===== config.mk =====
export PLATFORM = sky130hd
export DESIGN_NAME = step_generator_with_io_pins
export DESIGN_NICKNAME = d
export VERILOG_FILES = /design/src/rtl/stepgen_pkg.sv /design/src/rtl/step_generator_with_io_pins.sv /design/src/rtl/step_core.sv
export SDC_FILE = /design/constraint.sdc
export NUM_CORES = 2
export LEC_CHECK = 0
export BUFFER_PORTS_ARGS = -buffer_cell sky130_fd_sc_hd__buf_2
export CAP_MARGIN = 10
export CORE_ASPECT_RATIO = 1.75
export CORE_MARGIN = 5
export CORE_UTILIZATION = 30
export DETAILED_ROUTE_END_ITERATION = 8
export PLACE_DENSITY = 0.49
export SLEW_MARGIN = 15
export SYNTH_ARGS = -nofsm -noshare
export SYNTH_HDL_FRONTEND = slang
export SYNTH_SLANG_ARGS = --single-unit

===== constraint.sdc =====
create_clock -name sys_clk -period 46.8 [get_ports sys_clk]
set_input_delay 4.68 -clock sys_clk [delete_from_list [all_inputs] [get_ports sys_clk]]
set_output_delay 4.68 -clock sys_clk [all_outputs]
set_load 0.02 [all_outputs]

===== src/rtl/stepgen_pkg.sv =====
// shared constants, register map and types for the step generator with pin cells
package stepgen_pkg;
  localparam int unsigned CLK_HZ = 40000000;
  localparam int unsigned NS_PER_S = 1000000000;
  localparam int unsigned CLK_NS = NS_PER_S / CLK_HZ;

  // register word offsets (byte addresses)
  localparam logic [7:0] OFS_CTRL = 8'h00;
  localparam logic [7:0] OFS_STEPLEN = 8'h04;
  localparam logic [7:0] OFS_STEPSPACE = 8'h08;
  localparam logic [7:0] OFS_DIRSETUP = 8'h0c;
  localparam logic [7:0] OFS_DIRHOLD = 8'h10;
  localparam logic [7:0] OFS_STEPCMD = 8'h14;
  localparam logic [7:0] OFS_POS = 8'h18;
  localparam logic [7:0] OFS_STATUS = 8'h1c;
  localparam logic [7:0] OFS_PINDRV = 8'h20;
  localparam logic [7:0] OFS_PINOC = 8'h24;
  localparam logic [7:0] OFS_PININV = 8'h28;
  localparam logic [7:0] OFS_PINOUT = 8'h2c;
  localparam logic [7:0] OFS_PININ = 8'h30;
  localparam logic [7:0] OFS_PININN = 8'h34;

  // control register fields
  localparam int unsigned CTRL_EN = 0;
  localparam int unsigned CTRL_FMT_LO = 1;
  localparam int unsigned CTRL_CLAIM = 4;

  // step command fields: write 1 at CMD_GO with direction at CMD_DIR
  localparam int unsigned CMD_GO = 0;
  localparam int unsigned CMD_DIR = 1;

  localparam logic [1:0] FMT_STEPDIR = 2'h0;
  localparam logic [1:0] FMT_UPDOWN = 2'h1;
  localparam logic [1:0] FMT_QUAD = 2'h2;

  localparam logic [31:0] RST_TIME_NS = 32'h0000_0000;

  typedef enum {ST_IDLE, ST_SETUP, ST_PULSE, ST_HOLD, ST_SPACE} step_state_t;

  typedef struct packed {
    logic [31:0] adr;
    logic [31:0] dat;
    logic [3:0]  sel;
    logic        we;
    logic        cyc;
    logic        stb;
  } wb_req_t;

  typedef struct packed {
    logic        en;
    logic [1:0]  fmt;
    logic [31:0] lenNs;
    logic [31:0] spaceNs;
    logic [31:0] setupNs;
    logic [31:0] holdNs;
  } step_cfg_t;
endpackage


===== src/rtl/step_generator_with_io_pins.sv =====
// step generator top: wishbone registers, pin cells and sequencer hookup
//
// Behaviour
// RULE1: format 0 step+direction, 1 up/down pulses, 2 quadrature.
// RULE2: quadrature walks a full gray cycle 00-01-11-10-00 per step.
// RULE3: enable low means no step pulses are produced.
// RULE4: step output is high during a step, low between steps.
// RULE5: step pulse lasts a programmable number of nanoseconds.
// RULE6: programmable minimum gap in nanoseconds between successive steps.
// RULE7: direction stable a programmable time before each step begins.
// RULE8: direction held unchanged a programmable time after each step ends.
// RULE9: signed count of issued steps is readable as position.
// RULE10: instance owns two to six pins, drives only step and direction.
// RULE11: after reset every general pin is an input.
// RULE12: drive-select 0 gives pulled-up input; output writes have no effect.
// RULE13: drive-select 1 makes an output styled by open-collector select.
// RULE14: polarity flip inverts output value on outputs only.
// RULE15: push-pull output drives pin to the value; readback undefined.
// RULE16: open-drain drives low on 0, releases on 1; level readable.
// RULE17: each pin offers its true level and complement for reading.
// RULE18: unclaimed pins, including disabled instance pins, are full general pins.
// RULE19: only full pins take drive-select and out; claimed take flip, open-drain.
// RULE20: count increments on positive steps, decrements on negative steps.
`timescale 1ns/1ps
module step_generator_with_io_pins #(
  parameter int unsigned PIN_COUNT = 6
) (
  input  wire logic                 sys_clk,
  input  wire logic                 rst_b,
  input  wire logic [31:0]          wb_adr_i,
  input  wire logic [31:0]          wb_dat_i,
  input  wire logic [3:0]           wb_sel_i,
  input  wire logic                 wb_we_i,
  input  wire logic                 wb_cyc_i,
  input  wire logic                 wb_stb_i,
  output logic [31:0]               wb_dat_o,
  output logic                      wb_ack_o,
  output logic                      wb_err_o,
  input  wire logic                 stepEnable,
  input  wire logic [PIN_COUNT-1:0] pinIn,
  output logic [PIN_COUNT-1:0]      pinOut,
  output logic [PIN_COUNT-1:0]      pinOe
);
  // ------------------------------------------------------------
  // state
  // ------------------------------------------------------------
  typedef struct packed {
    logic                 ack;
    logic                 err;
    logic [31:0]          rdat;
    logic                 en;
    logic [1:0]           fmt;
    logic                 claim;
    logic [31:0]          lenNs;
    logic [31:0]          spaceNs;
    logic [31:0]          setupNs;
    logic [31:0]          holdNs;
    logic                 req;
    logic                 reqDir;
    logic [PIN_COUNT-1:0] pinDriveSelect;
    logic [PIN_COUNT-1:0] openCollectorSelect;
    logic [PIN_COUNT-1:0] flip;
    logic [PIN_COUNT-1:0] outVal;
    logic [PIN_COUNT-1:0] po;
    logic [PIN_COUNT-1:0] oe;
    logic [PIN_COUNT-1:0] inLvl;
  } top_t;

  top_t cur_ff;
  top_t nxt_cur;

  stepgen_pkg::step_cfg_t cfg;
  wire logic              coreBusy;
  wire logic              coreA;
  wire logic              coreB;
  wire logic signed [31:0] coreCount;
  wire logic              hit;
  wire logic [7:0]        ofs;

  assign cfg = '{en: cur_ff.en & stepEnable, fmt: cur_ff.fmt, lenNs: cur_ff.lenNs,
                 spaceNs: cur_ff.spaceNs, setupNs: cur_ff.setupNs, holdNs: cur_ff.holdNs};

  // ------------------------------------------------------------
  // sequencer
  // ------------------------------------------------------------
  step_core u_core (
    .sys_clk (sys_clk),
    .rst_b   (rst_b),
    .cfg     (cfg),
    .req     (cur_ff.req),
    .reqDir  (cur_ff.reqDir),
    .busy    (coreBusy),
    .outA    (coreA),
    .outB    (coreB),
    .count   (coreCount)
  );

  assign hit = wb_cyc_i && wb_stb_i && !cur_ff.ack && !cur_ff.err;
  assign ofs = wb_adr_i[7:0];

  function automatic logic [31:0] laneMerge(input logic [31:0] old, input logic [31:0] nw,
                                            input logic [3:0] sel);
    logic [31:0] r;
    r = old;
    for (int i = 0; i < 4; i++) begin
      if (sel[i]) begin
        r[i*8 +: 8] = nw[i*8 +: 8];
      end
    end
    laneMerge = r;
  endfunction

  function automatic logic [31:0] zext(input logic [PIN_COUNT-1:0] v);
    logic [31:0] r;
    r = 32'h0;
    r[PIN_COUNT-1:0] = v;
    zext = r;
  endfunction

  // ------------------------------------------------------------
  // bus and pin cells
  // ------------------------------------------------------------
  always_comb begin
    logic        drv;
    logic        val;
    logic        mapped;
    logic [31:0] w;
    drv    = 1'b0;
    val    = 1'b0;
    mapped = 1'b1;
    w      = 32'h0;
    nxt_cur      = cur_ff;
    nxt_cur.ack  = 1'b0;
    nxt_cur.err  = 1'b0;
    nxt_cur.inLvl = pinIn; //RULE17
    if (coreBusy) begin
      nxt_cur.req = 1'b0;
    end
    if (hit) begin
      case (ofs)
        stepgen_pkg::OFS_CTRL: begin
          w = {27'h0, cur_ff.claim, 1'b0, cur_ff.fmt, cur_ff.en};
        end
        stepgen_pkg::OFS_STEPLEN: w = cur_ff.lenNs;
        stepgen_pkg::OFS_STEPSPACE: w = cur_ff.spaceNs;
        stepgen_pkg::OFS_DIRSETUP: w = cur_ff.setupNs;
        stepgen_pkg::OFS_DIRHOLD: w = cur_ff.holdNs;
        stepgen_pkg::OFS_STEPCMD: w = {30'h0, cur_ff.reqDir, cur_ff.req};
        stepgen_pkg::OFS_POS: w = coreCount; //RULE9
        stepgen_pkg::OFS_STATUS: w = {31'h0, coreBusy};
        stepgen_pkg::OFS_PINDRV: w = zext(cur_ff.pinDriveSelect);
        stepgen_pkg::OFS_PINOC: w = zext(cur_ff.openCollectorSelect);
        stepgen_pkg::OFS_PININV: w = zext(cur_ff.flip);
        stepgen_pkg::OFS_PINOUT: w = zext(cur_ff.outVal);
        stepgen_pkg::OFS_PININ: w = zext(cur_ff.inLvl); //RULE17
        stepgen_pkg::OFS_PININN: w = zext(~cur_ff.inLvl); //RULE17
        default: mapped = 1'b0;
      endcase
      nxt_cur.rdat = w;
      nxt_cur.ack  = mapped;
      nxt_cur.err  = !mapped;
      if (wb_we_i && mapped) begin
        case (ofs)
          stepgen_pkg::OFS_CTRL: begin
            if (wb_sel_i[0]) begin
              nxt_cur.en    = wb_dat_i[stepgen_pkg::CTRL_EN];
              nxt_cur.fmt   = wb_dat_i[stepgen_pkg::CTRL_FMT_LO +: 2]; //RULE1
              nxt_cur.claim = wb_dat_i[stepgen_pkg::CTRL_CLAIM];
            end
          end
          stepgen_pkg::OFS_STEPLEN: nxt_cur.lenNs = laneMerge(cur_ff.lenNs, wb_dat_i, wb_sel_i);
          stepgen_pkg::OFS_STEPSPACE: begin
            nxt_cur.spaceNs = laneMerge(cur_ff.spaceNs, wb_dat_i, wb_sel_i);
          end
          stepgen_pkg::OFS_DIRSETUP: begin
            nxt_cur.setupNs = laneMerge(cur_ff.setupNs, wb_dat_i, wb_sel_i);
          end
          stepgen_pkg::OFS_DIRHOLD: nxt_cur.holdNs = laneMerge(cur_ff.holdNs, wb_dat_i, wb_sel_i);
          stepgen_pkg::OFS_STEPCMD: begin
            if (wb_sel_i[0] && wb_dat_i[stepgen_pkg::CMD_GO]) begin
              nxt_cur.req    = 1'b1;
              nxt_cur.reqDir = wb_dat_i[stepgen_pkg::CMD_DIR];
            end
          end
          stepgen_pkg::OFS_PINDRV: begin
            nxt_cur.pinDriveSelect = wb_dat_i[PIN_COUNT-1:0];
          end
          stepgen_pkg::OFS_PINOC: begin
            nxt_cur.openCollectorSelect = wb_dat_i[PIN_COUNT-1:0];
          end
          stepgen_pkg::OFS_PININV: nxt_cur.flip = wb_dat_i[PIN_COUNT-1:0];
          stepgen_pkg::OFS_PINOUT: nxt_cur.outVal = wb_dat_i[PIN_COUNT-1:0];
          default: begin
            nxt_cur.rdat = w;
          end
        endcase
      end
    end
    // pins 0 and 1 carry step and direction while claimed; others stay general
    for (int i = 0; i < PIN_COUNT; i++) begin
      if (cur_ff.claim && i < 2) begin //RULE10 RULE18
        drv = 1'b1; //RULE19
        val = (i == 0) ? coreA : coreB;
      end else begin
        drv = cur_ff.pinDriveSelect[i]; //RULE12 RULE13 RULE19
        val = cur_ff.outVal[i];
      end
      val = val ^ cur_ff.flip[i]; //RULE14
      if (!drv) begin
        nxt_cur.po[i] = 1'b0; //RULE12
        nxt_cur.oe[i] = 1'b0;
      end else if (cur_ff.openCollectorSelect[i]) begin
        nxt_cur.po[i] = 1'b0; //RULE16
        nxt_cur.oe[i] = !val;
      end else begin
        nxt_cur.po[i] = val; //RULE15
        nxt_cur.oe[i] = 1'b1;
      end
    end
  end

  always_ff @(posedge sys_clk or negedge rst_b) begin
    if (!rst_b) begin
      cur_ff <= '{ack: 1'b0, err: 1'b0, rdat: 32'h0, en: 1'b0,
                  fmt: stepgen_pkg::FMT_STEPDIR, claim: 1'b0,
                  lenNs: stepgen_pkg::RST_TIME_NS, spaceNs: stepgen_pkg::RST_TIME_NS,
                  setupNs: stepgen_pkg::RST_TIME_NS, holdNs: stepgen_pkg::RST_TIME_NS,
                  req: 1'b0, reqDir: 1'b0,
                  pinDriveSelect: '0, //RULE11
                  openCollectorSelect: '0, flip: '0, outVal: '0,
                  po: '0, oe: '0, inLvl: '0};
    end else begin
      cur_ff <= nxt_cur;
    end
  end

  assign wb_dat_o = cur_ff.rdat;
  assign wb_ack_o = cur_ff.ack;
  assign wb_err_o = cur_ff.err;
  assign pinOut   = cur_ff.po;
  assign pinOe    = cur_ff.oe;
endmodule


===== src/rtl/step_core.sv =====
// step pulse sequencer: timing, output formats and feedback count
`timescale 1ns/1ps
module step_core (
  input  wire logic                  sys_clk,
  input  wire logic                  rst_b,
  input  wire stepgen_pkg::step_cfg_t cfg,
  input  wire logic                  req,
  input  wire logic                  reqDir,
  output logic                       busy,
  output logic                       outA,
  output logic                       outB,
  output logic signed [31:0]         count
);
  typedef struct packed {
    stepgen_pkg::step_state_t st;
    logic [31:0]              tmr;
    logic                     dir;
    logic                     a;
    logic                     b;
    logic [1:0]               gray;
    logic signed [31:0]       cnt;
  } core_t;

  core_t cur_ff;
  core_t nxt_cur;

  // ns to cycles, rounded up, never below one
  function automatic logic [31:0] nsCycles(input logic [31:0] ns);
    logic [32:0] c;
    c = ({1'b0, ns} + 33'(stepgen_pkg::CLK_NS - 1)) / 33'(stepgen_pkg::CLK_NS);
    nsCycles = (c == 33'h0) ? 32'h1 : c[31:0];
  endfunction

  // quadrature keeps its levels between steps; other formats pulse
  always_comb begin
    nxt_cur = cur_ff;
    if (cur_ff.tmr != 32'h0) begin
      nxt_cur.tmr = cur_ff.tmr - 32'h1;
    end
    case (cur_ff.st)
      stepgen_pkg::ST_IDLE: begin
        if (req && cfg.en) begin //RULE3
          nxt_cur.dir = reqDir;
          // direction moves at setup start, so it has settled before the step rises
          if (cfg.fmt == stepgen_pkg::FMT_STEPDIR) begin
            nxt_cur.b = reqDir; //RULE7
          end
          nxt_cur.st  = stepgen_pkg::ST_SETUP;
          nxt_cur.tmr = nsCycles(cfg.setupNs); //RULE7
        end
      end
      stepgen_pkg::ST_SETUP: begin
        if (!cfg.en) begin //RULE3
          nxt_cur.st = stepgen_pkg::ST_IDLE;
        end else if (cur_ff.tmr <= 32'h1) begin
          nxt_cur.st  = stepgen_pkg::ST_PULSE;
          nxt_cur.tmr = nsCycles(cfg.lenNs); //RULE5
          nxt_cur.cnt = cur_ff.dir ? cur_ff.cnt + 32'sh1 : cur_ff.cnt - 32'sh1; //RULE9 RULE20
          case (cfg.fmt) //RULE1
            stepgen_pkg::FMT_STEPDIR: begin
              nxt_cur.a = 1'b1; //RULE4
              nxt_cur.b = cur_ff.dir;
            end
            stepgen_pkg::FMT_UPDOWN: begin
              nxt_cur.a = cur_ff.dir;
              nxt_cur.b = !cur_ff.dir;
            end
            stepgen_pkg::FMT_QUAD: begin
              nxt_cur.gray = cur_ff.dir ? 2'h1 : 2'h3; //RULE2
              nxt_cur.a    = cur_ff.dir ? 1'b0 : 1'b1;
              nxt_cur.b    = cur_ff.dir ? 1'b1 : 1'b0;
            end
            default: begin
              nxt_cur.a = 1'b0;
            end
          endcase
        end
      end
      stepgen_pkg::ST_PULSE: begin
        if (cfg.fmt == stepgen_pkg::FMT_QUAD && cur_ff.gray != 2'h0) begin
          if (cur_ff.tmr <= 32'h1) begin
            // walk 00,01,11,10,00 forward, reverse for negative
            nxt_cur.gray = cur_ff.dir ? cur_ff.gray + 2'h1 : cur_ff.gray - 2'h1; //RULE2
            nxt_cur.a = (cur_ff.dir ? cur_ff.gray + 2'h1 : cur_ff.gray - 2'h1) >= 2'h2;
            nxt_cur.b = ((cur_ff.dir ? cur_ff.gray + 2'h1 : cur_ff.gray - 2'h1) == 2'h1)
                        || ((cur_ff.dir ? cur_ff.gray + 2'h1 : cur_ff.gray - 2'h1) == 2'h2);
            nxt_cur.tmr = nsCycles(cfg.lenNs);
          end
        end else if (cur_ff.tmr <= 32'h1) begin
          if (cfg.fmt != stepgen_pkg::FMT_QUAD) begin
            nxt_cur.a = 1'b0;
            if (cfg.fmt == stepgen_pkg::FMT_UPDOWN) begin
              nxt_cur.b = 1'b0;
            end
          end
          nxt_cur.st  = stepgen_pkg::ST_HOLD;
          nxt_cur.tmr = nsCycles(cfg.holdNs); //RULE8
        end
      end
      stepgen_pkg::ST_HOLD: begin
        if (cur_ff.tmr <= 32'h1) begin
          nxt_cur.st  = stepgen_pkg::ST_SPACE;
          nxt_cur.tmr = nsCycles(cfg.spaceNs); //RULE6
        end
      end
      stepgen_pkg::ST_SPACE: begin
        // hold already counted toward the gap, space runs on top for margin
        if (cur_ff.tmr <= 32'h1) begin
          nxt_cur.st = stepgen_pkg::ST_IDLE;
        end
      end
      default: begin
        nxt_cur.st = stepgen_pkg::ST_IDLE;
      end
    endcase
  end

  always_ff @(posedge sys_clk or negedge rst_b) begin
    if (!rst_b) begin
      cur_ff <= '{st: stepgen_pkg::ST_IDLE, tmr: 32'h0, dir: 1'b0, a: 1'b0, b: 1'b0,
                  gray: 2'h0, cnt: 32'sh0};
    end else begin
      cur_ff <= nxt_cur;
    end
  end

  assign busy  = cur_ff.st != stepgen_pkg::ST_IDLE;
  assign outA  = cur_ff.a;
  assign outB  = cur_ff.b;
  assign count = cur_ff.cnt;
endmodule


==> out/metrics.csv <==
metric,value,unit
run status,completed,
DIE WIDTH,302,um
"Seq/Total Area, Yosys",15.7,%
max cap viols,0,
Tot Pwr,1.63,mW
layout cell share with drive strength beyond 1,15.9,%
Synth Flop Type,dfrtp_1,
final clock skew,21.8,ps
most common cell in the netlist,nand2_1,
# nets final,5838,
Hold WC Path Type,flop to flop,
fin crit period,25290,ps
Die Ht,522,um
Worst Setup Path Type,flop to flop,
die area,0.158,mm^2
P_sw,833,uW
DR vias,48100,
Buffers on Ports,101,
# setup viols final,0,
"Slew Viols, Final",0,
gpl congestion,0.973,
Synth cell types,194,
number of setup buffers added after CTS,0,
CTS root buffer,clkbuf_16,
pin count of the biggest net entering global routing,73,
worst-skew pair later-pin latency,590,ps
Mapped Cells,5824,
GRT Total Usage,21.8,%
TritonCTS buffer count,26,
cts hold-fix bufs,0,
Yosys top cell area share,15.7,%
Switching Share,51.2,%
crit path capture type,flop,
WL final,182000,um
number of global-route vias before repair,47000,
H-tree Lvls,1,
Initial Utilization,30.2,%
combinational group share of total power,70.4,%
worst-path maximum fanout,18,
Post-synth top cells,"nand2_1 (522), nor2_1 (499), a21oi_1 (362)",
number of nets with antenna violations after routing,0,
Slew @ Worst Pin,1210,ps
Avg WL per Cell,23.6,um
leakage,17.7,nW
Critical Path AT,25760,ps
Pre-Repair DR Iteration Count,6,
Synth area leaders,"dfrtp_1 (16%), mux2_2 (4.9%), xnor2_1 (4.5%)",
post_cts resized,0,
GRT Residual Overflow,0,
DRC viols,0,
hold_ws,475,ps
CORE AREA,0.149,mm^2
setup ws final,21510,ps
Critical Path Most Common Cell,a31oi_1,
fill count,15900,
# rows,187,
Vias/cell,6.24,
crit-path max cell delay,840,ps
RSZ-0062 raised after global routing,no,
clk sink count,282,
clock group share of total power,14.1,%
# IOs,126,
Post-Syn Area,0.0449,mm^2
Peak VDD IR,0.0490,mV
syn_nets,5949,
Clock Path Buffers,3,
initial antenna violation count,3,
sum of negative setup slack,0,ps
Synth Register Bits,282,
CP required,47270,ps
global-route wire length before repair,276000,um
syn_area_per_cell,7.70,um^2
fin crit share,54.0,%
FMAX,39.5,MHz
YS warnings,0,
Pwr per Cell Area,34.4,mW/mm^2
Post-synth EDFFs,0,
Clock transition at path regs,70,ps
R2R setup slack,21510,ps
power share of the sequential group,15.6,%
Slowest cell on crit path,a221oi_2,
Slew HR,19.6,%
final hold vios,0,
area grow syn2layout,5.58,%
Synth area leader,dfrtp_1,
Internal,794,uW
DP HPWL,146000,um
crit start category,flop,
ys async rst share,100,%
CTS tree,yes,
DRT iter0 DRCs,3805,
Place WS,21810,ps
worst paths after layout:
check,cells after the start,from,to
min,1,cur_ff[33],pinOut[3]
max in group asynchronous,4,rst_b,cfg[0]
min in group asynchronous,1,rst_b,wb_dat_o[26]
max reg2reg,73,cfg[3],u_core.cur_ff[37]
max,73,cfg[3],u_core.cur_ff[37]
min reg2reg,1,cur_ff[33],pinOut[3]
power by group through the flow:
stage | Sequential [mW] | Combinational [mW] | Clock [mW]
after floorplan | 0.256 | 0.885 | 0
after global placement | 0.258 | 1.12 | 0
after detailed placement | 0.258 | 1.14 | 0
after CTS | 0.253 | 1.14 | 0.237
after global routing | 0.254 | 1.25 | 0.242
final | 0.253 | 1.15 | 0.229
area by class of cell:
| class | instances | area, um^2 | share of cell area, % |
|---|---|---|---|
| Antenna cell | 3 | 7.51 | 0.0158 |
| Clock buffer | 32 | 724 | 1.53 |
| Clock inverter | 10 | 115 | 0.243 |
| Inverter | 125 | 469 | 0.990 |
| Multi-Input combinational cell | 5116 | 35500 | 75.0 |
| Sequential cell | 282 | 7060 | 14.9 |
| Tap cell | 1984 | 2480 | 5.24 |
| Timing Repair Buffer | 162 | 973 | 2.05 |
state kept, by name, indices dropped and copies added, names as in the netlist:
name           cells
cfg              130
u_core.cur_ff     38
cur_ff            34
u_core.count      32
wb_dat_o          32
pinOe              6
pinOut             6
u_core.outA        1
u_core.outB        1
wb_ack_o           1
wb_err_o           1
per-stage QoR:
| stage | std cells | util (%) | cell area (um^2) |
|---|---|---|---|
| after detailed placement | 7669 | 31.3 | 46500 |
| after floorplan | 5824 | - | 44900 |
| final | 7714 | 31.9 | 47400 |
| after CTS | 7711 | 31.9 | 47400 |
| after global routing | 7712 | 31.9 | 47400 |
| after global placement | 7669 | 31.3 | 46500 |
cells in the final DEF (no fill, tap or decap), types with 53 or more instances in the layout:
master    count
nand2_1     521
nor2_1      493
a21oi_1     362
o21ai_0     314
dfrtp_1     282
xnor2_1     233
nand3_1     224
mux2_2      195
nor3_1      188
a31oi_1     140
xor2_1      126
inv_1       118
o211ai_1    113
buf_2       100
nand4_1      87
a211oi_1     86
o21ai_1      77
a22oi_1      75
and3_1       74
mux2i_1      70
a21o_1       68
and2_1       64
or3_1        64
o22ai_1      63
buf_4        61
o31ai_1      59
o21a_1       57
nor4_1       53
critical path, delay by kind of cell, from the launching register on:
kind                     cells  cell delay (ps)
AO/OA/AOI/OAI               44            15540
adder cells (fa/ha/maj)      2              710
buffers and inverters        2              440
XOR/XNOR                     3             1000
AND/OR/NAND/NOR             16             4270
flip-flops                   1              610
multiplexers                 6             2550
kinds of logic after synthesis:
group	synth area share, %
XOR/XNOR	8.02
multiplexers	6.85
AND/OR/NAND/NOR	24.9
AO/OA/AOI/OAI	37.5
adder cells (fa/ha/maj)	1.74
buffers and inverters	5.19
flip-flops	15.7
routing by layer:
metal	part of all wire (%)	GRT usage, %	routed length, um
met1	36	22.4	65100
met2	53	42.2	96300
met3	4.0	1.53	7300
met4	7.3	13.8	13400
met5	0.0071	0	13
No activity file was read; power rests on OpenSTA's default activity.
